===== src/logic/pssa_map.vh =====
`ifndef PSSA_MAP_VH
`define PSSA_MAP_VH

// ----------------------------------------
// Register indices (byte address = 4 x index)
// ----------------------------------------
`define PSSA_IDX_SLOT_CTL 12'h058
`define PSSA_IDX_SLOT_STS 12'h05a
`define PSSA_IDX_DCAP2 12'h064
`define PSSA_IDX_DCTL2 12'h068
`define PSSA_IDX_DSTS2 12'h06a
`define PSSA_IDX_LCAP2 12'h06c

// ----------------------------------------
// Slot status field positions
// ----------------------------------------
`define PSSA_BIT_ATTN 0
`define PSSA_BIT_PFAULT 1
`define PSSA_BIT_LATCH_CHG 2
`define PSSA_BIT_PRES_CHG 3
`define PSSA_BIT_CMD_DONE 4
`define PSSA_BIT_LATCH_ST 5
`define PSSA_BIT_PRES_ST 6
`define PSSA_BIT_ILOCK 7
`define PSSA_BIT_LINK_CHG 8

// ----------------------------------------
// Capability and control field positions
// ----------------------------------------
`define PSSA_BIT_ARI_SUP 5
`define PSSA_BIT_ARI_EN 5

// ----------------------------------------
// Reset values
// ----------------------------------------
`define PSSA_RST_ARI_SUP 1'h1
`define PSSA_RST_ARI_EN 1'h0
`define PSSA_RST_PRES_ST 1'h1
`define PSSA_RST_SLOT_CTL 16'h0000

// ----------------------------------------
// Bus responses
// ----------------------------------------
`define PSSA_RESP_OKAY 2'h0
`define PSSA_RESP_SLVERR 2'h2

`endif


===== src/logic/pssa_regs.v =====
// Decided for this implementation: register access over AXI4-Lite.
`timescale 1ns/1ps
`include "pssa_map.vh"
//
// Contract
// Attention button press sets bit 0; software writes one to clear.
// Power fault sets bit 1; write one clears, write zero no effect.
// Any latch sensor change sets bit 2 until written one.
// Any presence detect change sets bit 3 until written one.
// Finished command sets bit 4; stays set until written one.
// One slot control write is one command; done after all actions finish.
// Bit 5 reads latch sensor: zero closed, one open.
// With slot implemented, bit 6 follows presence detect input.
// Downstream port without slot reads bit 6 as constant one.
// Upstream port reads bit 6 as zero; writes ignored.
// Bit 7 follows interlock status input from expander nine.
// Interlock bit forced zero when pins are GPIO or expander disabled.
// Link active indication change sets bit 8; write one clears.
// ARI forwarding supported bit 5 resets one, writable only when unlocked.
// With support clear, ARI forwarding enable reads zero, read-only.
// Upstream port reads support and enable as zero; writes ignored.
// Enable set stops forcing device number zero in Type1 to Type0.
// ARI forwarding enable resets zero, read-write unless forced zero.
// Reserved fields and whole reserved registers read zero, ignore writes.
// W1C writes of zero ignored; ones clear only written positions.
//
module pssa_regs (
    // Clock and reset
    input wire aclk,
    input wire aresetn,
    // AXI4-Lite write address
    input wire [13:0] s_axi_awaddr,
    input wire s_axi_awvalid,
    output wire s_axi_awready,
    // AXI4-Lite write data
    input wire [31:0] s_axi_wdata,
    input wire [3:0] s_axi_wstrb,
    input wire s_axi_wvalid,
    output wire s_axi_wready,
    // AXI4-Lite write response
    output reg [1:0] s_axi_bresp,
    output reg s_axi_bvalid,
    input wire s_axi_bready,
    // AXI4-Lite read address
    input wire [13:0] s_axi_araddr,
    input wire s_axi_arvalid,
    output wire s_axi_arready,
    // AXI4-Lite read data
    output reg [31:0] s_axi_rdata,
    output reg [1:0] s_axi_rresp,
    output reg s_axi_rvalid,
    input wire s_axi_rready,
    // Port configuration levels
    input wire port_is_upstream,
    input wire slot_implemented,
    input wire hotplug_on_gpio,
    input wire expander_enabled,
    input wire lock_write_enable,
    // Slot and link signals
    input wire attention_button_pulse,
    input wire power_fault_pulse,
    input wire latch_sensor_open,
    input wire presence_detect,
    input wire interlock_status_input,
    input wire link_layer_active_indication,
    // Hot-plug command handshake
    output reg slot_command_issue,
    output reg [15:0] slot_control_value,
    input wire slot_actions_done,
    // ARI forwarding controls
    output wire ari_forward_enable,
    output wire keep_device_number
);

// ----------------------------------------
// Write channel capture
// ----------------------------------------
reg aw_held;
reg [11:0] aw_index;
reg w_held;
reg [31:0] w_data;
reg [3:0] w_strb;

// Each half is taken once and held until the write fires
assign s_axi_awready = ~aw_held & ~s_axi_bvalid;
assign s_axi_wready = ~w_held & ~s_axi_bvalid;

wire aw_take = s_axi_awvalid & s_axi_awready;
wire w_take = s_axi_wvalid & s_axi_wready;
wire wr_fire = aw_held & w_held & ~s_axi_bvalid;

always @(posedge aclk) begin
    if (!aresetn) begin
        aw_held <= 1'b0;
        aw_index <= 12'h000;
        w_held <= 1'b0;
        w_data <= 32'h00000000;
        w_strb <= 4'h0;
    end else begin
        if (aw_take) begin
            aw_held <= 1'b1;
            aw_index <= s_axi_awaddr[13:2];
        end else if (wr_fire) begin
            aw_held <= 1'b0;
        end
        if (w_take) begin
            w_held <= 1'b1;
            w_data <= s_axi_wdata;
            w_strb <= s_axi_wstrb;
        end else if (wr_fire) begin
            w_held <= 1'b0;
        end
    end
end

// ----------------------------------------
// Write decode
// ----------------------------------------
wire hit_slot_ctl = (aw_index == `PSSA_IDX_SLOT_CTL);
wire hit_slot_sts = (aw_index == `PSSA_IDX_SLOT_STS);
wire hit_dcap2 = (aw_index == `PSSA_IDX_DCAP2);
wire hit_dctl2 = (aw_index == `PSSA_IDX_DCTL2);
wire hit_dsts2 = (aw_index == `PSSA_IDX_DSTS2);
wire hit_lcap2 = (aw_index == `PSSA_IDX_LCAP2);
wire wr_mapped = hit_slot_ctl | hit_slot_sts | hit_dcap2 | hit_dctl2 | hit_dsts2 | hit_lcap2;

wire [15:0] lane_mask = {{8{w_strb[1]}}, {8{w_strb[0]}}};
wire [15:0] w_low = w_data[15:0] & lane_mask;
wire sts_wr = wr_fire & hit_slot_sts;
// Only set bits in enabled lanes clear flags
wire [15:0] clr_bits = sts_wr ? w_low : 16'h0000;

// ----------------------------------------
// Write response
// ----------------------------------------
// Response waits for both halves, which may arrive in either order
always @(posedge aclk) begin
    if (!aresetn) begin
        s_axi_bvalid <= 1'b0;
        s_axi_bresp <= `PSSA_RESP_OKAY;
    end else if (wr_fire) begin
        s_axi_bvalid <= 1'b1;
        s_axi_bresp <= wr_mapped ? `PSSA_RESP_OKAY : `PSSA_RESP_SLVERR;
    end else if (s_axi_bready) begin
        s_axi_bvalid <= 1'b0;
    end
end

// ----------------------------------------
// Change detection on slot levels
// ----------------------------------------
// First cycle after reset only primes history, so no spurious flags
reg primed;
wire [2:0] level_now;
wire [2:0] level_chg;

// Pins arrive synchronous, so one history flop per level is enough
assign level_now = {link_layer_active_indication, presence_detect, latch_sensor_open};

always @(posedge aclk) begin
    if (!aresetn) begin
        primed <= 1'b0;
    end else begin
        primed <= 1'b1;
    end
end

genvar gi;
generate
    for (gi = 0; gi < 3; gi = gi + 1) begin : g_level
        reg prev;
        always @(posedge aclk) begin
            if (!aresetn) begin
                prev <= 1'b0;
            end else begin
                prev <= level_now[gi];
            end
        end
        assign level_chg[gi] = primed & (prev != level_now[gi]);
    end
endgenerate

wire latch_chg = level_chg[0];
wire pres_chg = level_chg[1];
wire link_chg = level_chg[2];

// ----------------------------------------
// Slot control and command tracking
// ----------------------------------------
// Any write to slot control enabling at least one low lane, even just one, counts as one command
reg cmd_pending;
wire ctl_wr = wr_fire & hit_slot_ctl & (|w_strb[1:0]);
wire cmd_done = cmd_pending & slot_actions_done;

always @(posedge aclk) begin
    if (!aresetn) begin
        slot_control_value <= `PSSA_RST_SLOT_CTL;
        slot_command_issue <= 1'b0;
        cmd_pending <= 1'b0;
    end else begin
        slot_command_issue <= ctl_wr;
        if (ctl_wr) begin
            // Unwritten lane keeps its old byte
            slot_control_value <= (slot_control_value & ~lane_mask) | w_low;
        end
        // A new command restarts the wait; done only counts once issued
        if (ctl_wr) begin
            cmd_pending <= 1'b1;
        end else if (cmd_done) begin
            cmd_pending <= 1'b0;
        end
    end
end

// ----------------------------------------
// Sticky event flags
// ----------------------------------------
// Set wins over a clear landing in the same cycle
reg attn_flag;
reg pfault_flag;
reg latch_chg_flag;
reg pres_chg_flag;
reg cmd_done_flag;
reg link_chg_flag;

always @(posedge aclk) begin
    if (!aresetn) begin
        attn_flag <= 1'b0;
        pfault_flag <= 1'b0;
        latch_chg_flag <= 1'b0;
        pres_chg_flag <= 1'b0;
        cmd_done_flag <= 1'b0;
        link_chg_flag <= 1'b0;
    end else begin
        attn_flag <= (attn_flag & ~clr_bits[`PSSA_BIT_ATTN])
            | attention_button_pulse;
        pfault_flag <= (pfault_flag & ~clr_bits[`PSSA_BIT_PFAULT])
            | power_fault_pulse;
        latch_chg_flag <= (latch_chg_flag & ~clr_bits[`PSSA_BIT_LATCH_CHG])
            | latch_chg;
        pres_chg_flag <= (pres_chg_flag & ~clr_bits[`PSSA_BIT_PRES_CHG])
            | pres_chg;
        cmd_done_flag <= (cmd_done_flag & ~clr_bits[`PSSA_BIT_CMD_DONE])
            | cmd_done;
        link_chg_flag <= (link_chg_flag & ~clr_bits[`PSSA_BIT_LINK_CHG])
            | link_chg;
    end
end

// ----------------------------------------
// Read-only slot state
// ----------------------------------------
reg pres_state;
always @* begin
    if (port_is_upstream) begin
        pres_state = 1'b0;
    end else if (slot_implemented) begin
        pres_state = presence_detect;
    end else begin
        pres_state = `PSSA_RST_PRES_ST;
    end
end

// Expander is the only source of interlock state
wire ilock_state = interlock_status_input & expander_enabled & ~hotplug_on_gpio;

wire [15:0] slot_sts_word;
assign slot_sts_word[`PSSA_BIT_ATTN] = attn_flag;
assign slot_sts_word[`PSSA_BIT_PFAULT] = pfault_flag;
assign slot_sts_word[`PSSA_BIT_LATCH_CHG] = latch_chg_flag;
assign slot_sts_word[`PSSA_BIT_PRES_CHG] = pres_chg_flag;
assign slot_sts_word[`PSSA_BIT_CMD_DONE] = cmd_done_flag;
assign slot_sts_word[`PSSA_BIT_LATCH_ST] = latch_sensor_open;
assign slot_sts_word[`PSSA_BIT_PRES_ST] = pres_state;
assign slot_sts_word[`PSSA_BIT_ILOCK] = ilock_state;
assign slot_sts_word[`PSSA_BIT_LINK_CHG] = link_chg_flag;
// Reserved upper bits tie low
assign slot_sts_word[15:9] = 7'h00;

// ----------------------------------------
// ARI forwarding
// ----------------------------------------
reg ari_sup_q;
reg ari_en_q;

// Upstream port masks both bits on read and on use
wire ari_sup = ari_sup_q & ~port_is_upstream;
assign ari_forward_enable = ari_en_q & ari_sup;
// Keep is what the config request converter sees
assign keep_device_number = ari_forward_enable & ~port_is_upstream;

// Lock strap gates software writes to the supported bit
wire sup_wr = wr_fire & hit_dcap2 & w_strb[0] & lock_write_enable;
wire en_wr = wr_fire & hit_dctl2 & w_strb[0];

always @(posedge aclk) begin
    if (!aresetn) begin
        ari_sup_q <= `PSSA_RST_ARI_SUP;
        ari_en_q <= `PSSA_RST_ARI_EN;
    end else begin
        if (sup_wr & ~port_is_upstream) begin
            ari_sup_q <= w_data[`PSSA_BIT_ARI_SUP];
        end
        // Clearing support also drops the stored enable
        // Upstream strap too, so no stale enable reappears after a strap change
        if (~ari_sup) begin
            ari_en_q <= 1'b0;
        end else if (en_wr & ari_sup) begin
            ari_en_q <= w_data[`PSSA_BIT_ARI_EN];
        end
    end
end

// ----------------------------------------
// Read channel
// ----------------------------------------
// One read in flight; a new address waits until the data drains
assign s_axi_arready = ~s_axi_rvalid;
wire ar_take = s_axi_arvalid & s_axi_arready;
wire [11:0] ar_index = s_axi_araddr[13:2];

// ----------------------------------------
// Read decode
// ----------------------------------------
reg [31:0] rd_word;
reg rd_hit;
always @* begin
    rd_word = 32'h00000000;
    rd_hit = 1'b1;
    case (ar_index)
        `PSSA_IDX_SLOT_CTL: begin
            rd_word = {16'h0000, slot_control_value};
        end
        `PSSA_IDX_SLOT_STS: begin
            rd_word = {16'h0000, slot_sts_word};
        end
        `PSSA_IDX_DCAP2: begin
            rd_word[`PSSA_BIT_ARI_SUP] = ari_sup;
        end
        `PSSA_IDX_DCTL2: begin
            rd_word[`PSSA_BIT_ARI_EN] = ari_forward_enable;
        end
        `PSSA_IDX_DSTS2: begin
            rd_word = 32'h00000000;
        end
        `PSSA_IDX_LCAP2: begin
            rd_word = 32'h00000000;
        end
        default: begin
            rd_hit = 1'b0;
        end
    endcase
end

// ----------------------------------------
// Read response
// ----------------------------------------
// Data is latched at the take, so it stands while rvalid waits
always @(posedge aclk) begin
    if (!aresetn) begin
        s_axi_rvalid <= 1'b0;
        s_axi_rdata <= 32'h00000000;
        s_axi_rresp <= `PSSA_RESP_OKAY;
    end else if (ar_take) begin
        s_axi_rvalid <= 1'b1;
        s_axi_rdata <= rd_word;
        s_axi_rresp <= rd_hit ? `PSSA_RESP_OKAY : `PSSA_RESP_SLVERR;
    end else if (s_axi_rready) begin
        s_axi_rvalid <= 1'b0;
    end
end

endmodule


===== config.mk =====
export PLATFORM = sky130hd
export DESIGN_NAME = pssa_regs
export DESIGN_NICKNAME = d
export VERILOG_FILES = /design/src/logic/pssa_regs.v
export VERILOG_INCLUDE_DIRS = /design/src /design/src/logic
export SDC_FILE = /design/constraint.sdc
export NUM_CORES = 1
export LEC_CHECK = 0
export ABC_CLOCK_PERIOD_IN_PS = 1870
export BUFFER_PORTS_ARGS = -buffer_cell sky130_fd_sc_hd__buf_2
export CORE_ASPECT_RATIO = 1.25
export CORE_MARGIN = 4
export CORE_UTILIZATION = 48
export CTS_BUF_LIST = sky130_fd_sc_hd__clkbuf_16
export CTS_CLUSTER_SIZE = 12
export DETAILED_ROUTE_END_ITERATION = 8
export PLACE_DENSITY_LB_ADDON = 0.15
export SYNTH_ARGS = -nofsm -noshare
export SYNTH_HDL_FRONTEND = slang
export SYNTH_SLANG_ARGS = --single-unit

===== constraint.sdc =====
create_clock -name aclk -period 1.87 [get_ports aclk]
set_input_delay 0.187 -clock aclk [delete_from_list [all_inputs] [get_ports aclk]]
set_output_delay 0.187 -clock aclk [all_outputs]
set_load 0.02 [all_outputs]

* Word level (Yosys, flattened, before mapping)
Index checks and enable logic that the tools add are counted.
Cells by class: bitwise gates (word level) 59, reductions and logical operators 8, mux-type cells 19, eq/ne operators 15
Operators by type and width (number):
- == test 12 x 7 -> 1 bit (second input constant) | 12
- AND 1 bit | 32
- AND 16 bit | 2
- case mux 10 bit (2 select lines) | 1
- NOT 16 bit | 1
- OR 16 bit | 1
- 2-to-1 mux 1 bit | 13
- NOT 1 bit | 12
- OR 1 bit | 11
- case mux 5 bit (2 select lines) | 1
- nonzero test 2 bit | 5
- 2-to-1 mux 9 bit | 1
- OR reduction 6 bit | 1
- 2-to-1 mux 2 bit | 2
- case mux 1 bit (4 select lines) | 1
- != test 1 bit | 3
- AND reduction 2 bit | 1
- OR reduction 2 bit | 1
Word-level totals: register bits 100, input port bits 83, logic and storage cells 126

* Depth between registers and ports, before layout
depth in word-level cells 7, mapped depth 6

* Worst setup path before layout
No wires, ideal clock.
path kind reg2reg, start register s_axi_bvalid, end register w_data[10], buffers on the path 1, library setup time 0.132 ns, stages on the path, launching flop included 6, required time 1.738 ns, data arrival time 1.409 ns, slack 0.328 ns, path through dfxtp_1 -> nor2_1 -> nand2_1 -> clkbuf_1 -> nand2_1 -> a21oi_1
On the way: word-level cells in the longest chain between the ends 3
Ends and longest elaborated chain:
- from (decl) | line pssa_regs.v:42 | output reg s_axi_bvalid,
- from (signal assigned) | line pssa_regs.v:139 | s_axi_bvalid <= 1'b0;
- from (signal assigned) | line pssa_regs.v:142 | s_axi_bvalid <= 1'b1;
- from (signal assigned) | line pssa_regs.v:145 | s_axi_bvalid <= 1'b0;
- NOT 1 bit | line pssa_regs.v:86 | assign s_axi_wready = ~w_held & ~s_axi_bvalid;
- AND 1 bit | line pssa_regs.v:86
- net s_axi_wready | line pssa_regs.v:39 | output wire s_axi_wready,
- AND 1 bit | line pssa_regs.v:89 | wire w_take = s_axi_wvalid & s_axi_wready;
- to (signal assigned) | line pssa_regs.v:108 | w_data <= s_axi_wdata;
- to (decl) | line pssa_regs.v:81 | reg [31:0] w_data;
The timed path passes the listed nets, and every way through them passes these cells. A chain may end at the register's enable or synchronous reset.

* Final worst setup path
start register s_axi_bvalid, end register ari_sup_q
On the way: word-level cells in the longest chain between the ends 6
Ends and longest elaborated chain:
- NOT 1 bit | line pssa_regs.v:90 | wire wr_fire = aw_held & w_held & ~s_axi_bvalid;
- AND 1 bit | line pssa_regs.v:90
- AND 1 bit (3 in a row) | line pssa_regs.v:293 | wire sup_wr = wr_fire & hit_dcap2 & w_strb[0] & lock_write_enable;
- AND 1 bit | line pssa_regs.v:301 | if (sup_wr & ~port_is_upstream) begin
- to (signal assigned) | line pssa_regs.v:298 | ari_sup_q <= `PSSA_RST_ARI_SUP;
- to (signal assigned) | line pssa_regs.v:302 | ari_sup_q <= w_data[`PSSA_BIT_ARI_SUP];
- to (decl) | line pssa_regs.v:283 | reg ari_sup_q;
No other way between the ends.

==> impl_summary.md <==
Outcome
The flow ran to the end, and the final reports show no timing, DRC or antenna violations.

Timing
The number of endpoints with negative hold slack in the final report came to 0. The worst clock skew is ~0.0073 ns. The final number of setup-violating endpoints is 0. The final cycle utilization of the critical path is roughly four fifths. The count of pins over their slew limit was 0. Based on the critical path, the design can be clocked at up to around 0.67 GHz. The worst pin sits at a relative slew slack of about 60%. After routing, the total negative slack on setup checks comes to 0 ns.

Across all hold checks on the routed design, the worst slack comes to between 0.08 and 0.09 ns. The worst path in the final design needs a cycle of approximately 1.5 ns, including I/O delays and setup. The transition at the pin with the smallest max-transition slack is ~0.62 ns. Setup repair after global routing left no endpoint under its margin.

Power
The ratio of total power to cell area is 898 nW/µm². The analysis attributes to net switching a power of between 900 and 1000 µW. The sequential cell fraction of total power is between 40% and 50%. For this design the static power due to leakage is approximately 0.0018 µW. The internal portion of the total power is about 2900 µW. The clock network is responsible for 41.4% of the overall power. The logic gate share of total power is 10.1%.

VDD sags by at most 0.598 mV. The net switching share of the total power is 25.3%.

Place
The placer's final routability congestion estimate is between 0.7 and 0.8. The count of port buffers added during placement is ~100. The placed instances occupy a cell area of 4000 µm². The placed wire-length estimate after detailed placement is 5980 µm. In this run, placement finished with an instance count of 580.

Setup path
Of all nets on the critical path, the largest fanout is 7. The type of origin of the critical path is a register. For the worst setup path, the data arrival time is about 1.7 ns. The critical path endpoint category is a register. The data required time of the worst path is 2.08 ns. The category of the critical setup timing path is reg -> reg.

Setup slack on the worst reg-to-reg path comes out at 0.38 ns.

Yosys
In the synthesized netlist the async set-or-reset flop fraction comes to 0%. Yosys attributes the largest share of cell area to sky130_fd_sc_hd__dfxtp_1 (47%), sky130_fd_sc_hd__a21oi_1 (8.7%), sky130_fd_sc_hd__nand2_1 (7.8%). sky130_fd_sc_hd__dfxtp_1 is the most common cell in the netlist. After synthesis, the most frequently instantiated cells are sky130_fd_sc_hd__dfxtp_1 (82), sky130_fd_sc_hd__nand2_1 (73), sky130_fd_sc_hd__a21oi_1 (61), sky130_fd_sc_hd__o21ai_0 (27), sky130_fd_sc_hd__buf_4 (19). The most used flip-flop cell after synthesis is sky130_fd_sc_hd__dfxtp_1. Counting flops and latches in the post-synthesis netlist gives between 80 and 90. The count of flip-flops with a built-in enable after synthesis is 0. Dividing the synthesized area by the synthesized cell count gives ~8.7 µm². The share of the yosys chip area belonging to registers is a little under half. The cell accounting for the most synthesized area is sky130_fd_sc_hd__dfxtp_1. After synthesis, the largest area contributor takes up between 40 and 50% of total cell area. For this run, the number of Yosys warnings is 0. After synthesis the cells add up to roughly 3500 µm². The post-synthesis cell type count is 53.

Synthesis produced around 400 cells.

Final layout
The area added between synthesis and finish is 22.1%. The antenna cell count is 0. The core utilization of the finished layout is about three fifths. The finished cells cover 4270 µm². The final net count is between 500 and 600. The post-route netlist has a little over a quarter of its cells at a drive strength greater than 1. The non-filler instance count after layout is between 500 and 600.

Floorplanning
Once the floorplan was initialized, standard cells occupied ~50% of the core. The vertical extent of the die is 103 µm. The horizontal die dimension is 84.4 µm. The floorplan has 34 rows. The area of the die is 8730 µm². During I/O placement, the number of pins put on the boundary was approximately 140.

The floorplan core area is 7020 µm².

Global routing
After global routing the overflow that remains totals 0. Entering global routing, the biggest net connects between 60 and 70 pins. The overall fraction of global-route tracks in use is 18.5%. The first-pass GRT wire length is 13200 µm. The number of antenna violations at the first check in global routing came to 0. The number of global-route vias before repair was around 2900.

Clock tree
The source-to-sink clock delay at the later pin of the worst-skew pair is between 0.3 and 0.4 ns. The total number of clock tree sinks is between 80 and 90. The total number of H-tree levels is 3. The clock slew at the register clock pins of the worst setup and hold paths is about 0.06 ns. The buffers inserted during post-CTS setup optimization is 0. The cell sitting at the root of the clock tree is a sky130_fd_sc_hd__clkbuf_16.

After clock tree synthesis, the repair step resized 0 gates. In this run, post-CTS hold repair placed 0 buffers. The longest clock path from root to sink contains 2 buffers. TritonCTS built the clock tree. The clock buffer count from CTS is 9.

Route
After detailed routing, no signal wire sits above met4. In the final routed layout, each cell accounts on average for between 10 and 15 µm. The final layout contains routed wiring with a total length of roughly 8000 µm.

The first detailed-routing pass took 4 iterations. Once detail routing completed, the nets flagged for antenna violations numbered 0. Detailed routing inserted a total of ~3000 vias.

The average vias per placed instance is slightly above 5. The length of routed met3 wiring is between 400 and 500 µm. The remaining routing DRC violations is 0.

The met2 wire length is between 3000 and 4000 µm. After the first detailed-routing iteration, the DRC count stood at roughly 130. In the final routing, the length of wire on met1 measures between 3000 and 4000 µm.

Hold path
The tightest min-delay check is of the in -> reg type.

Job
The number of max-cap violations is 0.
## power groups by stage
stage	logic (µW)	clock network (µW)	registers, µW
after floorplan	280	0	1890
final	388	1590	1860
after global routing	435	1710	1870
after detailed placement	388	0	1900
after global placement	382	0	1900
after CTS	389	1620	1860
## worst paths after layout
check | to | cells past startpoint | from
worst max register to register | ari_sup_q$_SDFFE_PN1P_ | 4 | s_axi_bvalid$_SDFFE_PN0P_
worst min-delay path | primed$_DFF_P_ | 1 | aresetn
worst min register to register | aw_index[6]$_SDFFE_PN0P_ | 2 | aw_index[6]$_SDFFE_PN0P_
worst max-delay path | ari_sup_q$_SDFFE_PN1P_ | 4 | s_axi_bvalid$_SDFFE_PN0P_
## per-stage QoR
stage / power [µW] / worst slack (ns)
2_1_floorplan: 2180 / 0.328
3_3_place_gp: 2280 / 0.357
3_5_place_dp: 2290 / 0.327
4_1_cts: 3880 / 0.361
5_1_grt: 4010 / 0.252
6_report: 3840 / 0.375
## metal layers
metal	vias up	track usage [%]
li1	1555	-
met1	1352	23.4
met2	91	31.3
met3	6	4.36
met4	0	6.33
met5	-	0
## critical path, stage by stage, from the launching register on
cell	delay [ns]
sky130_fd_sc_hd__dfxtp_1	0.35
sky130_fd_sc_hd__and3b_1	0.34
sky130_fd_sc_hd__and4_2	0.30
sky130_fd_sc_hd__a21boi_1	0.07
sky130_fd_sc_hd__a311o_1	0.32
## kinds of logic after synthesis
kind of cell / count (synthesis) / share of synthesized area (%)
AOI/OAI and AO/OA: 112 / 18.6
xor gates and xnor gates: 5 / 1.25
buffers and inverters: 49 / 8.26
DFF: 82 / 46.9
muxes: 8 / 2.29
other: 1 / 0.107
and+or+nand+nor: 147 / 22.6
## cells in the final DEF, fill, tap and decap left out, types with 2 or more instances in the layout
cell type                      n
sky130_fd_sc_hd__a21oi_1      61
sky130_fd_sc_hd__a22o_1        7
sky130_fd_sc_hd__a2bb2oi_1     8
sky130_fd_sc_hd__and2_1        7
sky130_fd_sc_hd__buf_2       102
sky130_fd_sc_hd__buf_4         6
sky130_fd_sc_hd__clkbuf_16     9
sky130_fd_sc_hd__clkinvlp_4    3
sky130_fd_sc_hd__conb_1       18
sky130_fd_sc_hd__dfxtp_1      82
sky130_fd_sc_hd__inv_1         8
sky130_fd_sc_hd__inv_6         2
sky130_fd_sc_hd__mux2i_1       8
sky130_fd_sc_hd__nand2_1      73
sky130_fd_sc_hd__nand2b_1      8
sky130_fd_sc_hd__nand3_1      11
sky130_fd_sc_hd__nand4b_1      8
sky130_fd_sc_hd__nor2_1       15
sky130_fd_sc_hd__nor2b_1       5
sky130_fd_sc_hd__nor3_1        2
sky130_fd_sc_hd__nor4bb_1      2
sky130_fd_sc_hd__o21ai_0      27
sky130_fd_sc_hd__xor2_1        4
## layout make-up
cell class	count	area, µm²
fillers	664	2750
flip-flops and latches	82	1640
multi-input cells	290	1630
repair buffers	109	576
clock buffers	9	225
well taps	90	113
clock inverters	7	52.6
inverters	9	33.8
Note: power is estimated with default switching activity, not from simulation.
